`src/common/crxb_pkg.sv`:
```
// Package of constants, types and register map for the CAN receive buffer registers.
package crxb_pkg;

	// ****************************************
	// Register map (byte addresses)
	// ****************************************
	localparam logic [11:0] ADDR_CON0 = 12'h000;
	localparam logic [11:0] ADDR_CON1 = 12'h004;
	localparam logic [11:0] ADDR_OVFL = 12'h008;
	localparam logic [11:0] ADDR_BUF0 = 12'h040;
	localparam logic [11:0] ADDR_BUF1 = 12'h080;
	localparam logic [11:0] BUF_SPAN = 12'h040;
	localparam logic [5:0] OFS_SIDH = 6'h00;
	localparam logic [5:0] OFS_SIDL = 6'h04;
	localparam logic [5:0] OFS_EIDH = 6'h08;
	localparam logic [5:0] OFS_EIDL = 6'h0C;
	localparam logic [5:0] OFS_DLC = 6'h10;
	localparam logic [5:0] OFS_DATA = 6'h20;

	// ****************************************
	// Field positions
	// ****************************************
	localparam int BIT_FULL = 7;
	localparam int BIT_MODE_HI = 6;
	localparam int BIT_MODE_LO = 5;
	localparam int BIT_RTR_STAT = 3;
	localparam int BIT_DBEN = 2;
	localparam int BIT_JUMP_TABLE_OFFSET_BIT = 1;
	localparam int BIT_OVFL0 = 7;
	localparam int BIT_OVFL1 = 6;
	localparam int BIT_DLC_RTR = 6;
	localparam int BIT_SIDL_SRR = 4;
	localparam int BIT_SIDL_EXT = 3;

	// ****************************************
	// Reset values and codes
	// ****************************************
	localparam logic [7:0] CTRL_RESET = 8'h00;
	localparam logic [1:0] MODE_ALL_ERR = 2'b11;
	localparam logic [1:0] MODE_EXT = 2'b10;
	localparam logic [1:0] MODE_STD = 2'b01;
	localparam logic [1:0] MODE_VALID = 2'b00;
	localparam logic [2:0] HIT_LAST = 3'b101;
	localparam int NUM_DATA = 8;

	typedef enum logic {CRXB_IDLE, CRXB_COMMIT} crxb_state_e;

	// One message as delivered by the receive path and filters.
	typedef struct packed {
		logic [28:0] ident;
		logic ext;
		logic rtr;
		logic [3:0] dlc;
		logic [63:0] data;
		logic valid_frame;
		logic [2:0] filter_hit;
	} crxb_msg_s;

	// Stored header of one buffer; the data bytes are held apart.
	typedef struct packed {
		logic [28:0] ident;
		logic ext;
		logic rtr;
		logic [3:0] dlc;
		logic [2:0] hit;
	} crxb_hdr_s;

endpackage

```
`src/design/crxb_top.sv`:
```
// CAN receive buffer pair with APB register access and double-buffer rollover.
//
// Notes on behaviour
// - Hardware sets a buffer's full flag once a message is stored there.
// - Mode 11 all incl. errors, 10 valid extended, 01 valid standard, 00 valid.
// - With double buffering on, a message meeting full buffer 0 goes to buffer 1.
// - Buffer 0 control bit 1 is a read-only copy of double-buffer enable.
// - Jump offset bit 1 gives offsets 6/7, bit 0 gives offsets 1/0.
// - Buffer 0 filter-hit bit records filter 1 or filter 0.
// - Buffer 1 filter-hit field reports filters 0 to 5; 110 and 111 reserved.
// - Buffer 1 reports filter 0 or 1 only after rollover with enable set.
// - Full flag and mode are held separately per buffer.
// - Control bit 3 is read-only remote-request status of the stored message.
// - Identifier high byte holds SID 10:3 or EID 28:21.
// - Identifier low bits 7:5 hold SID 2:0 or EID 20:18.
// - Substitute bit reads 0 for extended, remote status for standard frames.
// - Identifier low bit 3 marks an extended frame.
// - EID 17:16 in low byte bits 1:0; EID 15:0 in two extended bytes.
// - Length code 0 to 8 valid; 9 to 15 invalid but stored as received.
// - Length register bit 6 holds the frame's remote request bit.
// - Length register bits 5:4 read as zero.
// - Each buffer has eight data byte registers in received order.
// - Overflow flag set when a message meets a full buffer; software clears it.
`timescale 1ns/1ns
`default_nettype none

module crxb_top (
	input wire logic core_clk,
	input wire logic reset_n,
	input wire logic psel,
	input wire logic penable,
	input wire logic pwrite,
	input wire logic [11:0] paddr,
	input wire logic [31:0] pwdata,
	input wire logic [3:0] pstrb,
	output logic [31:0] prdata,
	output logic pready,
	output logic pslverr,
	input wire logic msg_valid,
	input wire crxb_pkg::crxb_msg_s msg_in,
	output logic msg_ack,
	output logic msg_dropped
);
	import crxb_pkg::*;

	// ****************************************
	// Reset release
	// ****************************************
	logic rst_meta_r;
	logic rst_sync_r;
	always_ff @(posedge core_clk or negedge reset_n) begin
		if (!reset_n) begin
			rst_meta_r <= 1'b0;
			rst_sync_r <= 1'b0;
		end else begin
			rst_meta_r <= 1'b1;
			rst_sync_r <= rst_meta_r;
		end
	end
	wire logic rst_n = rst_sync_r;

	// ****************************************
	// Storage
	// ****************************************
	logic [1:0] full_r;
	logic [1:0] mode_r [2];
	logic [1:0] ovfl_r;
	logic dben_r;
	crxb_hdr_s hdr_r [2];
	logic [7:0] data_r [2][NUM_DATA];
	crxb_state_e state_r;
	logic dest_r;
	logic [1:0] set_full;

	// Mode acceptance for one buffer.
	function automatic logic mode_accepts(input logic [1:0] mode, input crxb_msg_s m);
		logic ok;
		ok = 1'b0;
		case (mode)
			MODE_ALL_ERR: ok = 1'b1;
			MODE_EXT: ok = m.valid_frame && m.ext;
			MODE_STD: ok = m.valid_frame && !m.ext;
			default: ok = m.valid_frame;
		endcase
		return ok;
	endfunction

	// ****************************************
	// APB decode
	// ****************************************
	wire logic acc = psel && penable;
	wire logic wr = acc && pwrite && pstrb[0];
	wire logic hit_c0 = (paddr == ADDR_CON0);
	wire logic hit_c1 = (paddr == ADDR_CON1);
	wire logic hit_ov = (paddr == ADDR_OVFL);
	// Clear requests take effect only on the access edge.
	wire logic clr0 = wr && hit_c0 && !pwdata[BIT_FULL];
	wire logic clr1 = wr && hit_c1 && !pwdata[BIT_FULL];

	// ****************************************
	// Receive path
	// ****************************************
	// Filter 0/1 messages route to buffer 0 first, then roll into buffer 1 when double buffering is on; filters 2 to 5 go to buffer 1.
	logic take0;
	logic take1;
	logic roll;
	always_comb begin
		take0 = 1'b0;
		take1 = 1'b0;
		roll = 1'b0;
		if (msg_valid && state_r == CRXB_IDLE) begin
			if (msg_in.filter_hit <= 3'd1) begin
				if (mode_accepts(mode_r[0], msg_in)) begin
					if (!full_r[0]) begin
						take0 = 1'b1;
					end else if (dben_r && !full_r[1] && mode_accepts(mode_r[1], msg_in)) begin
						take1 = 1'b1;
						roll = 1'b1;
					end
				end
			end else if (msg_in.filter_hit <= HIT_LAST) begin
				take1 = !full_r[1] && mode_accepts(mode_r[1], msg_in);
			end
		end
	end

	// A message meeting a full destination is an overflow of that buffer.
	wire logic want0 = msg_valid && state_r == CRXB_IDLE && msg_in.filter_hit <= 3'd1 &&
		mode_accepts(mode_r[0], msg_in);
	wire logic want1 = msg_valid && state_r == CRXB_IDLE && ((want0 && dben_r && full_r[0]) ||
		(msg_in.filter_hit > 3'd1 && msg_in.filter_hit <= HIT_LAST && mode_accepts(mode_r[1], msg_in)));
	wire logic ov0 = want0 && full_r[0] && !dben_r;
	wire logic ov1 = want1 && full_r[1];

	// Contents are stored first; the full flag rises one edge later.
	always_ff @(posedge core_clk or negedge rst_n) begin
		if (!rst_n) begin
			state_r <= CRXB_IDLE;
			dest_r <= 1'b0;
		end else begin
			case (state_r)
				CRXB_IDLE: begin
					if (take0 || take1) begin
						state_r <= CRXB_COMMIT;
						dest_r <= take1;
					end
				end
				default: state_r <= CRXB_IDLE;
			endcase
		end
	end
	assign set_full[0] = (state_r == CRXB_COMMIT) && !dest_r;
	assign set_full[1] = (state_r == CRXB_COMMIT) && dest_r;

	genvar b;
	generate
		for (b = 0; b < 2; b++) begin : g_buf
			wire logic take_b = (b == 0) ? take0 : take1;
			always_ff @(posedge core_clk) begin
				if (take_b) begin
					hdr_r[b].ident <= msg_in.ident;
					hdr_r[b].ext <= msg_in.ext;
					hdr_r[b].rtr <= msg_in.rtr;
					hdr_r[b].dlc <= msg_in.dlc;
					hdr_r[b].hit <= (b == 0) ? {2'b00, msg_in.filter_hit[0]} : msg_in.filter_hit;
					for (int i = 0; i < NUM_DATA; i++) begin
						data_r[b][i] <= msg_in.data[i*8 +: 8];
					end
				end
			end
			// Set wins over a clear arriving in the same cycle.
			always_ff @(posedge core_clk or negedge rst_n) begin
				if (!rst_n) begin
					full_r[b] <= 1'b0;
				end else if (set_full[b]) begin
					full_r[b] <= 1'b1;
				end else if ((b == 0) ? clr0 : clr1) begin
					full_r[b] <= 1'b0;
				end
			end
			always_ff @(posedge core_clk or negedge rst_n) begin
				if (!rst_n) begin
					mode_r[b] <= CTRL_RESET[1:0];
				end else if (wr && ((b == 0) ? hit_c0 : hit_c1)) begin
					mode_r[b] <= pwdata[BIT_MODE_HI:BIT_MODE_LO];
				end
			end
			always_ff @(posedge core_clk or negedge rst_n) begin
				if (!rst_n) begin
					ovfl_r[b] <= 1'b0;
				end else if ((b == 0) ? ov0 : ov1) begin
					ovfl_r[b] <= 1'b1;
				end else if (wr && hit_ov && !pwdata[(b == 0) ? BIT_OVFL0 : BIT_OVFL1]) begin
					ovfl_r[b] <= 1'b0;
				end
			end
		end
	endgenerate

	always_ff @(posedge core_clk or negedge rst_n) begin
		if (!rst_n) begin
			dben_r <= CTRL_RESET[BIT_DBEN];
		end else if (wr && hit_c0) begin
			dben_r <= pwdata[BIT_DBEN];
		end
	end

	always_ff @(posedge core_clk or negedge rst_n) begin
		if (!rst_n) begin
			msg_ack <= 1'b0;
			msg_dropped <= 1'b0;
		end else begin
			msg_ack <= take0 || take1;
			msg_dropped <= msg_valid && state_r == CRXB_IDLE && !take0 && !take1;
		end
	end

	// ****************************************
	// Read mux
	// ****************************************
	function automatic logic [7:0] buf_byte(input logic [5:0] ofs, input crxb_hdr_s h,
		input logic [7:0] d [NUM_DATA]);
		logic [7:0] v;
		v = 8'h00;
		if (ofs == OFS_SIDH) begin
			v = h.ext ? h.ident[28:21] : h.ident[10:3];
		end else if (ofs == OFS_SIDL) begin
			v[7:5] = h.ext ? h.ident[20:18] : h.ident[2:0];
			v[BIT_SIDL_SRR] = h.ext ? 1'b0 : h.rtr;
			v[BIT_SIDL_EXT] = h.ext;
			v[1:0] = h.ext ? h.ident[17:16] : 2'b00;
		end else if (ofs == OFS_EIDH) begin
			v = h.ext ? h.ident[15:8] : 8'h00;
		end else if (ofs == OFS_EIDL) begin
			v = h.ext ? h.ident[7:0] : 8'h00;
		end else if (ofs == OFS_DLC) begin
			v = {1'b0, h.rtr, 2'b00, h.dlc};
		end else if (ofs >= OFS_DATA && ofs[1:0] == 2'b00) begin
			// The data window runs to the top of the 6-bit offset space, so no upper bound is needed.
			v = d[3'((ofs - OFS_DATA) >> 2)];
		end
		return v;
	endfunction

	logic [7:0] rd_byte;
	logic rd_err;
	always_comb begin
		rd_byte = 8'h00;
		rd_err = 1'b0;
		if (hit_c0) begin
			rd_byte = {full_r[0], mode_r[0], 1'b0, hdr_r[0].rtr, dben_r, dben_r, hdr_r[0].hit[0]};
		end else if (hit_c1) begin
			rd_byte = {full_r[1], mode_r[1], 1'b0, hdr_r[1].rtr, hdr_r[1].hit};
		end else if (hit_ov) begin
			rd_byte = {ovfl_r[0], ovfl_r[1], 6'h00};
		end else if (paddr >= ADDR_BUF0 && paddr < ADDR_BUF0 + BUF_SPAN) begin
			rd_byte = buf_byte(paddr[5:0], hdr_r[0], data_r[0]);
		end else if (paddr >= ADDR_BUF1 && paddr < ADDR_BUF1 + BUF_SPAN) begin
			rd_byte = buf_byte(paddr[5:0], hdr_r[1], data_r[1]);
		end else begin
			rd_err = 1'b1;
		end
	end

	// No wait states: setup, then the access phase answered on its first edge.
	always_ff @(posedge core_clk or negedge rst_n) begin
		if (!rst_n) begin
			pready <= 1'b0;
			prdata <= 32'h0000_0000;
			pslverr <= 1'b0;
		end else begin
			pready <= psel && !penable;
			pslverr <= psel && !penable && rd_err;
			prdata <= (psel && !penable && !pwrite) ? {24'h00_0000, rd_byte} : 32'h0000_0000;
		end
	end

endmodule

`default_nettype wire

```
`config.mk`:
```
export PLATFORM = sky130hd
export DESIGN_NAME = crxb_top
export DESIGN_NICKNAME = d
export VERILOG_FILES = /design/src/common/crxb_pkg.sv /design/src/design/crxb_top.sv
export SDC_FILE = /design/constraint.sdc
export NUM_CORES = 1
export LEC_CHECK = 0
export ABC_AREA = 0
export BUFFER_PORTS_ARGS = -buffer_cell sky130_fd_sc_hd__buf_4
export CAP_MARGIN = 10
export CORE_ASPECT_RATIO = 0.8
export CORE_MARGIN = 1
export CORE_UTILIZATION = 25
export CTS_CLUSTER_SIZE = 8
export DETAILED_ROUTE_END_ITERATION = 7
export GPL_ROUTABILITY_DRIVEN = 0
export PLACE_DENSITY_LB_ADDON = 0.1
export RECOVER_POWER = 25
export SLEW_MARGIN = 20
export SYNTH_ARGS = -nofsm -noshare
export SYNTH_HDL_FRONTEND = slang
export SYNTH_SLANG_ARGS = --single-unit
export TNS_END_PERCENT = 5
```
`constraint.sdc`:
```
create_clock -name core_clk -period 1.1 [get_ports core_clk]
set_input_delay 0.055 -clock core_clk [delete_from_list [all_inputs] [get_ports core_clk]]
set_output_delay 0.055 -clock core_clk [all_outputs]
set_load 0.01 [all_outputs]
```
==> results.md <==
* First DRT Iteration DRCs at 419
* P_sw at around 0.0044 W
* Most common cell in the synthesized netlist: edfxtp_1
* Slowest Stage Delay on Critical Path at about 0.40 ns
* Buf/Inv on CP at 4
* Post-DP HPWL at ~23 mm
* Dpl ws at -1.00 ns
* PortBufs at about 140
* Clock skew at 0.0132 ns
* Post-synth EDFFs at 202
* Yosys top cell area share at 0.620
* Worst hold path type: in -> reg
* Area Overhead vs Synth at 50.9%
* Post-synthesis sequential area ratio at 0.684
* Antenna Nets Post-Route at 0
* VDD IR max at 661 uV
* Routed WL per cell at just over 20 um
* Clk Latency, worst-skew pair at a little over 0.5 ns
* Routed WL at around 32 mm
* Yosys top cell by area: edfxtp_1
* Status: finished, violations left
* CP top delay family: buffers and inverters
* Clock power frac at 0.459
* # IOs at around 190
* Post-layout util at 0.385
* Power Total at between 0.02 and 0.025 W
* Ant. Diodes at 0
* Reg power frac at 0.460
* CTS Root Cell: clkbuf_16
* Power Density at roughly 1400 mW/mm^2
* Layout cells sized above 1 at 0.382
* Post-synthesis cell area at around 0.0098 mm^2
* Post-synth top cells: edfxtp_1 (202), a21oi_1 (40), mux2i_1 (39)
* Slowest CP cell: dfrtp_1
* Crit Path Max Fanout at 17
* Placed Instances at around 1400
* Power share of the combinational group at 0.081
* Initial antenna violation count at 0
* Total track usage at 0.160
* Clock Path Buffers at 3
* Critical path required time at between 1 and 1.5 ns
* Worst setup margin at -0.886 ns
* Violated checks: negative setup slack
* CP dominant cell by count: buf_12
* Largest net degree at the start of global routing at 52
* Period utilization at 1.81
* Vias per cell at roughly 4.5
* Max-cap violations at 0
* RSZ-0062 raised after global routing: true
* Crit-path cells: nand2_1 > a21oi_2 > nor3b_2 > and3_4 > o211ai_1 > buf_4 > clkinvlp_4 > buf_12 > buf_12
* Endpoints failing hold at 0
* Vias in the first global route at roughly 7500
* Final min period at 1.99 ns
* Top_reg_cell synth: edfxtp_1
* Ys Warns at 0
* P_int at between 0.015 and 0.02 W
* FMAX at between 500 and 600 MHz
* Post-synthesis cell count at 629
* Total grt overflow at 0
* Setup Viol. Count Final at approximately 230
* Max H-tree Level at 2
* Die area at between 0.03 and 0.04 mm^2
* Synth top area cells: edfxtp_1 (62%), dfrtp_1 (6.4%), mux4_2 (4.8%)
* Synth cell types at between 60 and 70
* CP arrival at ~2.2 ns
* Clock Sinks at about 230
* Die Span Y at 179 um
* TritonCTS Buffers at 34
* Ys async rst share at 0.110
* First-pass GRT wire length at about 47 mm
* 1st-pass router iterations at 5
* Clk slew on worst S/H paths at 0.05 ns
* DRC viols at 0
* Syn Area/Cell at around 16 um^2
* #FFs+latches synth at 227
* Initial core utilization at 0.255
* Lkg Pwr at 5.54 nW
* Site row count at 64
* Crit Path Category: reg -> reg
* Crit path launch type: flop
* Net Sw Frac at 0.214
* Area of the core at roughly 0.038 mm^2
* Finished Layout Cells at roughly 1500
* Vias at ~7000
* Final nets at 1189
* Fin. max-slew vios at 0
* Crit path capture type: flop
* DIE WIDTH at about 220 um
* CTS tree: done
-- logic make-up (layout without fill, tap and decap cells) --
kind of cell / after synthesis / in the layout / synth area share
flops: 227 / 227 / 0.684
compound gates: 143 / 143 / 0.0973
simple gates: 114 / 114 / 0.0620
mux: 72 / 72 / 0.102
buf+inv: 69 / 462 / 0.0513
fa+ha+maj: 2 / 2 / 0.00256
other cells: 2 / 25 / 0.000768
-- per-stage QoR --
step                instance area (um^2)  setup TNS, ns  hold slack, ns
finish                             14800        -156.05          0.0470
global route                       14800        -174.37          0.0581
CTS                                14600        -154.44          0.0169
detailed placement                 12500        -172.77          -0.160
global placement                   12500        -171.86          -0.161
floorplan                           9880        -484.04          -0.241
-- timing repair --
action                                  4_1_cts  5_1_grt
gates resized for setup                      36       33
buffers inserted                              1        1
hold buffers                                111        0
endpoints found under the setup margin      231      232
pin swaps                                    11        6
hold endpoints to repair                    216        0
cloned                                        0        1
-- routing by layer --
layer | up-vias | wire length (um) | GRT usage
li1 | 3234 | - | -
met1 | 3478 | 14400 | 0.213
met2 | 217 | 14800 | 0.255
met3 | 55 | 1710 | 0.0369
met4 | 0 | 774 | 0.0563
met5 | - | 0 | 0
-- tightest hold or removal path, cell delays in order --
cell and delay [ns]:
buf_4 0.08, nand2b_1 0.19, buf_4 0.15, a2111oi_2 0.04
-- state kept, by name, summed over array words and instances, names as in the netlist, 2 cells and up --
name and flops:
mode_r 4, data_r 128, hdr_r 74, full_r 2, ovfl_r 2, prdata 8
-- cells in the final DEF, fill, tap and decap left out, types with 20 or more instances in the layout --
cell type / instances
a21oi_1: 35
buf_12: 20
buf_4: 221
clkbuf_1: 25
clkbuf_16: 36
clkbuf_4: 22
conb_1: 25
dfrtp_1: 24
dlygate4sd3_1: 111
edfxtp_1: 202
mux2i_1: 35
mux4_2: 21
nand2_1: 28
nor2_1: 24
-- worst paths after layout --
path,depth (start not counted),endpoint,slack (ns),startpoint
max,9,data_r[1][39],-0.89,mode_r[2]
max in group asynchronous,3,rst_meta_r,0.56,reset_n
min,4,pslverr,0.05,penable
min reg2reg,1,prdata[2],0.24,rst_n
max reg2reg,9,data_r[1][39],-0.89,mode_r[2]
min in group asynchronous,1,prdata[2],0.24,rst_n
-- cell type report --
| type | count | area [um^2] |
|---|---|---|
| clock buffers | 49 | 928 |
| well taps | 495 | 619 |
| flip-flops and latches | 227 | 6690 |
| clock inverters | 2 | 13.8 |
| fillers | 3644 | 23600 |
| repair buffers | 400 | 3580 |
| inverters | 11 | 45.0 |
| multi-input cells | 356 | 2880 |
-- power by group through the flow --
| stage | Sequential [W] | Clock, W | Combinational (W) |
|---|---|---|---|
| after floorplan | 0.00960 | 0 | 0.000528 |
| after global placement | 0.00959 | 0 | 0.00132 |
| after detailed placement | 0.00959 | 0 | 0.00132 |
| after CTS | 0.00942 | 0.00973 | 0.00168 |
| after global routing | 0.00942 | 0.0100 | 0.00180 |
| final | 0.00943 | 0.00940 | 0.00167 |
(Power assumes the default switching activity.)
